==> config.mk <==
export PLATFORM = sky130hd
export DESIGN_NAME = dac_ctrl
export DESIGN_NICKNAME = d
export VERILOG_FILES = /design/src/hdl/dac_pkg.sv /design/src/hdl/dac_ctrl.sv
export SDC_FILE = /design/constraint.sdc
export NUM_CORES = 1
export LEC_CHECK = 0
export BUFFER_PORTS_ARGS = -buffer_cell sky130_fd_sc_hd__buf_2
export CORE_ASPECT_RATIO = 1.75
export CORE_MARGIN = 4
export CORE_UTILIZATION = 45
export DETAILED_ROUTE_END_ITERATION = 8
export PLACE_DENSITY = 0.78
export SLEW_MARGIN = 25
export SYNTH_ARGS = -nofsm -noshare
export SYNTH_HDL_FRONTEND = slang
export SYNTH_SLANG_ARGS = --single-unit
==> constraint.sdc <==
create_clock -name i_ref_clk -period 6.28 [get_ports i_ref_clk]
set_input_delay 0.942 -clock i_ref_clk [delete_from_list [all_inputs] [get_ports i_ref_clk]]
set_output_delay 0.942 -clock i_ref_clk [all_outputs]
set_load 0.05 [all_outputs]
==> src/hdl/dac_pkg.sv <==
// Constants and types shared by the dual converter control block
package dac_pkg;
	// Register byte addresses (one aligned word each)
	localparam logic [7:0] ADDR_CONV1_CTRL_LOW  = 8'h00;
	localparam logic [7:0] ADDR_CONV1_CTRL_HIGH = 8'h04;
	localparam logic [7:0] ADDR_CONV2_CTRL      = 8'h08;
	localparam logic [7:0] ADDR_SHARED_LOW      = 8'h0c;
	localparam logic [7:0] ADDR_SHARED_HIGH     = 8'h10;
	localparam logic [7:0] ADDR_AUTO_TRIG       = 8'h14;
	localparam logic [7:0] ADDR_STATUS          = 8'h18;
	localparam logic [7:0] ADDR_RESULT1         = 8'h1c;
	localparam logic [7:0] ADDR_RESULT2         = 8'h20;

	// Converter control register fields
	localparam int CTL_ENABLE_BIT = 0;
	localparam int CTL_START_BIT  = 1;
	localparam int CTL_CHAN_LSB   = 2;
	localparam logic [7:0] CTL_WRITE_MASK = 8'h7d;

	// Shared register fields
	localparam int SH_PREF_LSB    = 0;
	localparam int SH_SYNC_BIT    = 2;
	localparam int SH_CLK_LSB     = 4;
	localparam int SH_JUSTIFY_BIT = 7;
	localparam logic [7:0] SH_WRITE_MASK = 8'hf3;

	// Auto trigger / double sample register fields
	localparam int AT_DSE1_BIT = 0;
	localparam int AT_DSE2_BIT = 1;
	localparam int AT_TRIG1_BIT = 2;
	localparam int AT_TRIG2_BIT = 3;

	// Status register fields
	localparam int ST_DONE1_BIT = 0;
	localparam int ST_DONE2_BIT = 1;

	localparam logic [7:0] RESET_VALUE = 8'h00;

	// Channel codes
	localparam logic [4:0] CH1_LOW_LAST   = 5'h02;
	localparam logic [4:0] CH1_HIGH_FIRST = 5'h0a;
	localparam logic [4:0] CH1_HIGH_LAST  = 5'h10;
	localparam logic [4:0] CH2_FIRST      = 5'h14;
	localparam logic [4:0] CH2_LAST       = 5'h1a;
	localparam logic [4:0] CH_POS_REF     = 5'h1b;
	localparam logic [4:0] CH_TEMP        = 5'h1d;
	localparam logic [4:0] CH_FIXED_REF   = 5'h1f;

	// Mux one-hot select index positions
	localparam int SEL_POS_REF   = 27;
	localparam int SEL_TEMP      = 28;
	localparam int SEL_FIXED_REF = 29;
	localparam int SEL_WIDTH     = 30;

	// Positive reference codes
	localparam logic [1:0] PREF_SUPPLY   = 2'h0;
	localparam logic [1:0] PREF_EXTERNAL = 2'h2;
	localparam logic [1:0] PREF_FIXED    = 2'h3;

	// Conversion clock: instruction cycle is four system clocks
	localparam int CLK_PER_INSTR = 4;
	// Result bits and conversion length in converter clocks
	localparam int RESULT_BITS = 10;
	localparam int CONV_TICKS  = 11;

	typedef enum logic [1:0] {
		DAC_IDLE,
		DAC_WAIT_RC,
		DAC_CONVERT
	} dac_state_t;

	typedef struct packed {
		dac_state_t  state;
		logic        enable;
		logic        start;
		logic [4:0]  channel;
		logic        dse;
		logic        second;
		logic [1:0]  rc_wait;
		logic [3:0]  ticks;
		logic        done_flag;
		logic        trig_last;
		logic [15:0] result;
	} dac_conv_t;
endpackage

==> src/hdl/dac_ctrl.sv <==
// Control registers and conversion sequencing for two converters
`timescale 1ns/1ps
module dac_ctrl #(
	parameter int CONV_TICKS = dac_pkg::CONV_TICKS
) (
	input  wire logic        i_ref_clk,
	input  wire logic        i_rst_n,
	input  wire logic        wb_cyc_i,
	input  wire logic        wb_stb_i,
	input  wire logic        wb_we_i,
	input  wire logic [7:0]  wb_adr_i,
	input  wire logic [3:0]  wb_sel_i,
	input  wire logic [31:0] wb_dat_i,
	output logic      [31:0] wb_dat_o,
	output logic             wb_ack_o,
	output logic             wb_err_o,
	input  wire logic [1:0]  i_rc_tick,
	input  wire logic [1:0]  i_trigger,
	input  wire logic [19:0] i_sample_bits,
	output logic      [1:0]  o_conv_power,
	output logic      [59:0] o_input_select,
	output logic      [1:0]  o_ref_supply,
	output logic      [1:0]  o_ref_external,
	output logic      [1:0]  o_ref_fixed,
	output logic      [1:0]  o_conv_done_flag
);
	// Tick counter is four bits wide
	if (CONV_TICKS < 2 || CONV_TICKS > 15) begin : g_bad_ticks
		$error("CONV_TICKS out of range");
	end

	typedef struct packed {
		dac_pkg::dac_conv_t [1:0] conv;
		logic                     justify;
		logic [2:0]               clk_sel;
		logic [1:0]               pref;
		logic                     sync;
		logic                     ack;
		logic [31:0]              rdata;
		logic [6:0]               div;
		logic [1:0]               trig_en;
	} dac_state_all_t;

	dac_state_all_t st_reg;
	dac_state_all_t st_next;

	logic       wr_en;
	logic       rd_en;
	logic       wr_byte;
	logic       hit;
	logic       is_rc;
	logic       conv_tick;
	logic [7:0] ctl_rd [2];
	logic [7:0] shared_rd;
	logic [7:0] div_max;
	logic [29:0] sel [2];

	assign wr_byte = wb_sel_i[0];
	assign wr_en   = wb_cyc_i && wb_stb_i && wb_we_i && !st_reg.ack && wr_byte;
	assign rd_en   = wb_cyc_i && wb_stb_i && !st_reg.ack;
	assign is_rc   = (st_reg.clk_sel[1:0] == 2'h3);

	// Divider terminal count per clock select
	always_comb begin
		case (st_reg.clk_sel)
			3'h0:    div_max = 8'h01;
			3'h1:    div_max = 8'h07;
			3'h2:    div_max = 8'h1f;
			3'h4:    div_max = 8'h03;
			3'h5:    div_max = 8'h0f;
			3'h6:    div_max = 8'h3f;
			default: div_max = 8'h00;
		endcase
	end
	assign conv_tick = ({1'b0, st_reg.div} == div_max);

	// Register read images
	generate
		for (genvar c = 0; c < 2; c++) begin : g_rd
			always_comb begin
				ctl_rd[c] = 8'h00;
				ctl_rd[c][dac_pkg::CTL_ENABLE_BIT] = st_reg.conv[c].enable;
				ctl_rd[c][dac_pkg::CTL_START_BIT] = st_reg.conv[c].start;
				ctl_rd[c][dac_pkg::CTL_CHAN_LSB +: 5] = st_reg.conv[c].channel;
			end
		end
	endgenerate

	always_comb begin
		shared_rd = 8'h00;
		shared_rd[dac_pkg::SH_JUSTIFY_BIT] = st_reg.justify;
		shared_rd[dac_pkg::SH_CLK_LSB +: 3] = st_reg.clk_sel;
		shared_rd[dac_pkg::SH_SYNC_BIT] = st_reg.conv[0].start | st_reg.conv[1].start;
		shared_rd[dac_pkg::SH_PREF_LSB +: 2] = st_reg.pref;
	end

	always_comb begin
		logic [7:0] d;
		logic       sw_start [2];
		logic       sw_clear [2];
		logic       ctl_wr [2];
		logic       trig_rise;
		logic       tick;
		logic       last;
		logic [9:0] raw;
		d = wb_dat_i[7:0];
		sw_start = '{1'b0, 1'b0};
		sw_clear = '{1'b0, 1'b0};
		ctl_wr = '{1'b0, 1'b0};
		st_next = st_reg;
		trig_rise = 1'b0;
		tick = 1'b0;
		last = 1'b0;
		raw = 10'h000;
		hit = 1'b0;
		st_next.ack = 1'b0;
		st_next.rdata = 32'h0000_0000;
		ctl_wr[0] = wr_en && (wb_adr_i == dac_pkg::ADDR_CONV1_CTRL_LOW ||
			wb_adr_i == dac_pkg::ADDR_CONV1_CTRL_HIGH);
		ctl_wr[1] = wr_en && wb_adr_i == dac_pkg::ADDR_CONV2_CTRL;

		// Address decode and bus answer
		if (wb_adr_i == dac_pkg::ADDR_CONV1_CTRL_LOW ||
			wb_adr_i == dac_pkg::ADDR_CONV1_CTRL_HIGH) begin
			hit = 1'b1;
			st_next.rdata = {24'h000000, ctl_rd[0]};
		end else if (wb_adr_i == dac_pkg::ADDR_CONV2_CTRL) begin
			hit = 1'b1;
			st_next.rdata = {24'h000000, ctl_rd[1]};
		end else if (wb_adr_i == dac_pkg::ADDR_SHARED_LOW ||
			wb_adr_i == dac_pkg::ADDR_SHARED_HIGH) begin
			hit = 1'b1;
			st_next.rdata = {24'h000000, shared_rd};
		end else if (wb_adr_i == dac_pkg::ADDR_AUTO_TRIG) begin
			hit = 1'b1;
			st_next.rdata = {28'h0000000, st_reg.trig_en,
				st_reg.conv[1].dse, st_reg.conv[0].dse};
		end else if (wb_adr_i == dac_pkg::ADDR_STATUS) begin
			hit = 1'b1;
			st_next.rdata = {30'h00000000, st_reg.conv[1].done_flag,
				st_reg.conv[0].done_flag};
		end else if (wb_adr_i == dac_pkg::ADDR_RESULT1) begin
			hit = 1'b1;
			st_next.rdata = {16'h0000, st_reg.conv[0].result};
		end else if (wb_adr_i == dac_pkg::ADDR_RESULT2) begin
			hit = 1'b1;
			st_next.rdata = {16'h0000, st_reg.conv[1].result};
		end
		if (rd_en) begin
			st_next.ack = 1'b1;
		end
		if (!wb_we_i && !hit) begin
			st_next.rdata = 32'h0000_0000;
		end

		// Shared and option registers
		if (wr_en && (wb_adr_i == dac_pkg::ADDR_SHARED_LOW ||
			wb_adr_i == dac_pkg::ADDR_SHARED_HIGH)) begin
			st_next.justify = d[dac_pkg::SH_JUSTIFY_BIT];
			st_next.clk_sel = d[dac_pkg::SH_CLK_LSB +: 3];
			st_next.pref    = d[dac_pkg::SH_PREF_LSB +: 2];
		end
		if (wr_en && wb_adr_i == dac_pkg::ADDR_AUTO_TRIG) begin
			st_next.conv[0].dse = d[dac_pkg::AT_DSE1_BIT];
			st_next.conv[1].dse = d[dac_pkg::AT_DSE2_BIT];
			st_next.trig_en = d[dac_pkg::AT_TRIG2_BIT:dac_pkg::AT_TRIG1_BIT];
		end
		st_next.sync = wr_en && d[dac_pkg::SH_SYNC_BIT] &&
			(wb_adr_i == dac_pkg::ADDR_SHARED_LOW ||
			wb_adr_i == dac_pkg::ADDR_SHARED_HIGH);

		// Converter clock divider
		st_next.div = conv_tick ? 7'h00 : st_reg.div + 7'h01;

		for (int c = 0; c < 2; c++) begin
			sw_start[c] = ctl_wr[c] && d[dac_pkg::CTL_START_BIT];
			sw_clear[c] = ctl_wr[c] && !d[dac_pkg::CTL_START_BIT];
			trig_rise = st_reg.trig_en[c] && i_trigger[c] && !st_reg.conv[c].trig_last;
			st_next.conv[c].trig_last = i_trigger[c];
			tick = is_rc ? i_rc_tick[c] : conv_tick;
			if (ctl_wr[c]) begin
				st_next.conv[c].enable  = d[dac_pkg::CTL_ENABLE_BIT];
				st_next.conv[c].channel = d[dac_pkg::CTL_CHAN_LSB +: 5];
			end
			// Done flag cleared by writing zero to its status bit
			if (wr_en && wb_adr_i == dac_pkg::ADDR_STATUS && !d[c]) begin
				st_next.conv[c].done_flag = 1'b0;
			end
			if (!st_reg.conv[c].enable) begin
				st_next.conv[c].state = dac_pkg::DAC_IDLE;
				st_next.conv[c].start = 1'b0;
			end else begin
				case (st_reg.conv[c].state)
					dac_pkg::DAC_IDLE: begin
						if (sw_start[c] || st_reg.sync || trig_rise) begin
							st_next.conv[c].start = 1'b1;
							st_next.conv[c].second = 1'b0;
							st_next.conv[c].ticks = 4'h0;
							st_next.conv[c].rc_wait = 2'h0;
							st_next.conv[c].state = is_rc ?
								dac_pkg::DAC_WAIT_RC : dac_pkg::DAC_CONVERT;
						end
					end
					dac_pkg::DAC_WAIT_RC: begin
						// One instruction cycle before sampling
						st_next.conv[c].rc_wait = st_reg.conv[c].rc_wait + 2'h1;
						if (st_reg.conv[c].rc_wait == 2'(dac_pkg::CLK_PER_INSTR - 1)) begin
							st_next.conv[c].state = dac_pkg::DAC_CONVERT;
						end
						if (sw_clear[c]) begin
							st_next.conv[c].start = 1'b0;
							st_next.conv[c].state = dac_pkg::DAC_IDLE;
						end
					end
					dac_pkg::DAC_CONVERT: begin
						if (tick) begin
							st_next.conv[c].ticks = st_reg.conv[c].ticks + 4'h1;
						end
						last = tick && (st_reg.conv[c].ticks == 4'(CONV_TICKS - 1));
						// Result on abort or completion: all ten sampled bits, right-justified when justify is set, else left-justified
						raw = i_sample_bits[c*10 +: 10];
						if (sw_clear[c] || (last && (!st_reg.conv[c].dse ||
							st_reg.conv[c].second))) begin
							st_next.conv[c].result = st_reg.justify ?
								{6'h00, raw} : {raw, 6'h00};
							st_next.conv[c].start = 1'b0;
							st_next.conv[c].state = dac_pkg::DAC_IDLE;
							if (!sw_clear[c]) begin
								st_next.conv[c].done_flag = 1'b1;
							end
						end else if (last) begin
							st_next.conv[c].second = 1'b1;
							st_next.conv[c].ticks = 4'h0;
						end
					end
					default: begin
						st_next.conv[c].state = dac_pkg::DAC_IDLE;
					end
				endcase
			end
		end
	end

	always_ff @(posedge i_ref_clk) begin
		if (!i_rst_n) begin
			st_reg <= '0;
		end else begin
			st_reg <= st_next;
		end
	end

	// Input multiplexer select decode
	generate
		for (genvar c = 0; c < 2; c++) begin : g_mux
			always_comb begin
				logic [4:0] ch;
				ch = st_reg.conv[c].channel;
				sel[c] = 30'h00000000;
				if (ch == dac_pkg::CH_POS_REF) begin
					sel[c][dac_pkg::SEL_POS_REF] = 1'b1;
				end else if (ch == dac_pkg::CH_TEMP) begin
					sel[c][dac_pkg::SEL_TEMP] = 1'b1;
				end else if (ch == dac_pkg::CH_FIXED_REF) begin
					sel[c][dac_pkg::SEL_FIXED_REF] = 1'b1;
				end else if (c == 0 && (ch <= dac_pkg::CH1_LOW_LAST ||
					(ch >= dac_pkg::CH1_HIGH_FIRST && ch <= dac_pkg::CH1_HIGH_LAST))) begin
					sel[c][ch] = 1'b1;
				end else if (c == 1 && ch >= dac_pkg::CH2_FIRST &&
					ch <= dac_pkg::CH2_LAST) begin
					sel[c][ch] = 1'b1;
				end
				if (!st_reg.conv[c].enable) begin
					sel[c] = 30'h00000000;
				end
			end
		end
	endgenerate

	assign o_input_select = {sel[1], sel[0]};
	assign o_conv_power = {st_reg.conv[1].enable, st_reg.conv[0].enable};
	assign o_conv_done_flag = {st_reg.conv[1].done_flag, st_reg.conv[0].done_flag};
	generate
		for (genvar c = 0; c < 2; c++) begin : g_ref
			assign o_ref_supply[c]   = st_reg.conv[c].enable &&
				st_reg.pref == dac_pkg::PREF_SUPPLY;
			assign o_ref_external[c] = st_reg.conv[c].enable &&
				st_reg.pref == dac_pkg::PREF_EXTERNAL;
			assign o_ref_fixed[c]    = st_reg.conv[c].enable &&
				st_reg.pref == dac_pkg::PREF_FIXED;
		end
	endgenerate

	assign wb_dat_o = st_reg.rdata;
	assign wb_ack_o = st_reg.ack;
	assign wb_err_o = 1'b0;
endmodule

==> results.toml <==
[place]
place_area_sq_um = 6230
port_buffers = 95
dp_slack_ns = 2.50
dpl.hpwl_mm = 11.6
gp_congestion = 0.974

[layout]
fin_util_pct = 50.1
antenna_cells = 0
area_growth_pct = 8.12
largest_reg_flops = 64
final_area_sq_um = 6520
final_layout_size_suffix_gt1_share_pct = 17.4
nets = 838

[clocking]
clock-root-buffer = "clkbuf_16"
cts_resized = 0
tritoncts = "built"
insertion_delay_ns = 0.34
clk_transition_reported_paths_ns = 0.07
post_cts_buffers = 0
cts_sinks = 103
clockBufferDepth = 2
htreeDepth = 3
hold_buffers = 0
numCtsBuffers = 9

[power]
p_total_uw = 1370
peakVddDrop_uv = 152
leakagePower_uw = 0.00261
p_per_area_nw_per_um2 = 210

[synth]
yosysWarnings = 0
yosys.area.top_type_share_pct = 34.2
syn-cell-area_sq_um = 6030
synth_edf_count = 0
ys.flop_type = "dfxtp_1"
syn_inst = 697
netlist.top_cell.by_area = "dfxtp_1"
async_flop_share_pct = 0
syn_area_per_cell_sq_um = 8.65
synth_common_cells = "dfxtp_1 (103), buf_4 (76), nor2_1 (58)"
netlist-cell-type-count = 69
ys_seq_area_share_pct = 34.2
synthTopCellsByArea = "dfxtp_1 (34%), mux2i_1 (9.5%), buf_4 (9.5%), nor2_1 (3.6%), nand2_1 (3.1%)"
synth_most_common_cell = "dfxtp_1"
ys_ff_latch = 103

[timing]
layout_setup_ws_ns = 2.78
post-route-min-period_ns = 3.50
fmaxAchievable_ghz = 0.286
setup-violations-final = 0
slew_headroom_pct = 32.7
hold_viol = 0
skew_ns = 0.00428
rsz0062_at_grt = "false"
fin_crit_sh_pct = 55.7
slew_viol_final = 0
tightest_slew_ns = 1.01
fin_setup_tns_ns = 0

[worst_setup_path]
r2r-end = "st_reg[54]"
rr_startpoint = "shared_rd[5]"
path_class = "register to register"
endpoint = "st_reg[54]"
worst_ep_arrival_time_ns = 3.76
worstPathMaxFanout = 16
cp-startpoint = "shared_rd[5]"
start_kind = "register"
worst_r2r_path_depth = 7
critPathCaptureType = "register"
rrSetupSlack_ns = 2.78
cp.required_ns = 6.54

[global_routing]
grt_pass1_wl_mm = 24.1
grt_pass1_vias = 4871
grtUsageMet1_pct = 20.9
grt_start_max_net_pins = 52
grt_use_met2_pct = 36.1
grt_overflow = 0
grtUsageTotal_pct = 19.8
grt-busiest-layer = "met2"
grt_use_met3_pct = 3.40
grt_antenna_before_repair = 0

[hold_path]
hold_start = "st_reg[49]"
hp-class = "register to register"

[routing]
drt_iter0_markers = 249
drt_wl_total_mm = 15.0
vias = 5031
first_pass_iters = 5
drc_errors = 0
ant_nets = 0
wl_per_cell_um = 16.2
viasPerCell = 5.44

[outcome]
status = "complete, no violations"

[die]
core_sq_um = 13000
placementRows = 55
dieHeight_um = 161
start_util_pct = 46.3
die_w_um = 95.5
die_area_sq_um = 15400
ios = 177

[flow_run]
drv_cap = 0
-- metrics by stage --
| step | std cells | hold slack (ns) |
|---|---|---|
| floorplan | 750 | 0.428 |
| global placement | 911 | 0.443 |
| detailed placement | 911 | 0.447 |
| CTS | 925 | 0.458 |
| global route | 925 | 0.480 |
| finish | 925 | 0.459 |
-- critical path: stages, from the launching register on --
cell	delay (ns)
dfxtp_1	0.61
inv_1	0.12
a221o_1	0.35
a2111oi_2	0.38
a41oi_1	0.41
o21ai_1	0.47
and2_1	0.78
mux2i_1	0.28
-- worst min-delay path by stage --
stage                 endpoint  cells past startpoint
floorplan           st_reg[73]                      2
global placement    st_reg[50]                      2
finish              st_reg[49]                      2
global route        st_reg[49]                      2
detailed placement  st_reg[54]                      2
CTS                 st_reg[49]                      2
-- power breakdown --
group | internal (uW) | switching (uW) | total, uW
clock network | 316 | 233 | 549
registers | 657 | 4.78 | 662
logic | 31.9 | 128 | 159
total | 1000 | 366 | 1370
-- layout by cell type (no fill, tap or decap), types with 14 or more instances in the layout --
master,instances
dfxtp_1,102
buf_2,95
nor2_1,58
mux2i_1,57
conb_1,54
nand2_1,49
nand3_1,32
nor2b_1,29
inv_1,21
nand3b_1,15
a21oi_1,15
ha_1,14
-- kinds of logic (layout without fill, tap and decap cells) --
group                    count (synthesis)  after routing  share of synthesized area (%)
multiplexers                            59             59                           9.84
buffers and inverters                  129            133                           13.1
adder cells (fa/ha/maj)                 14             14                           2.91
AND/OR/NAND/NOR                        276            276                           25.6
other                                    1             54                         0.0622
flip-flops                             103            103                           34.2
AO/OA/AOI/OAI                          104            104                           12.7
XOR/XNOR                                11             11                           1.60
-- metal layers --
layer,part of all wire (%),wire (um)
met5,0,0
met4,4.3,653
met3,6.8,1020
met2,53,7960
met1,36,5390
-- final cells by class --
class	count	area [sq um]
Fill cell	1212	6490
Multi-Input combinational cell	518	3380
Sequential cell	103	2060
Timing Repair Buffer	98	498
Clock buffer	11	243
Tap cell	171	214
Inverter	21	78.8
Clock inverter	3	45.0
No activity file was read; power rests on OpenSTA's default activity.
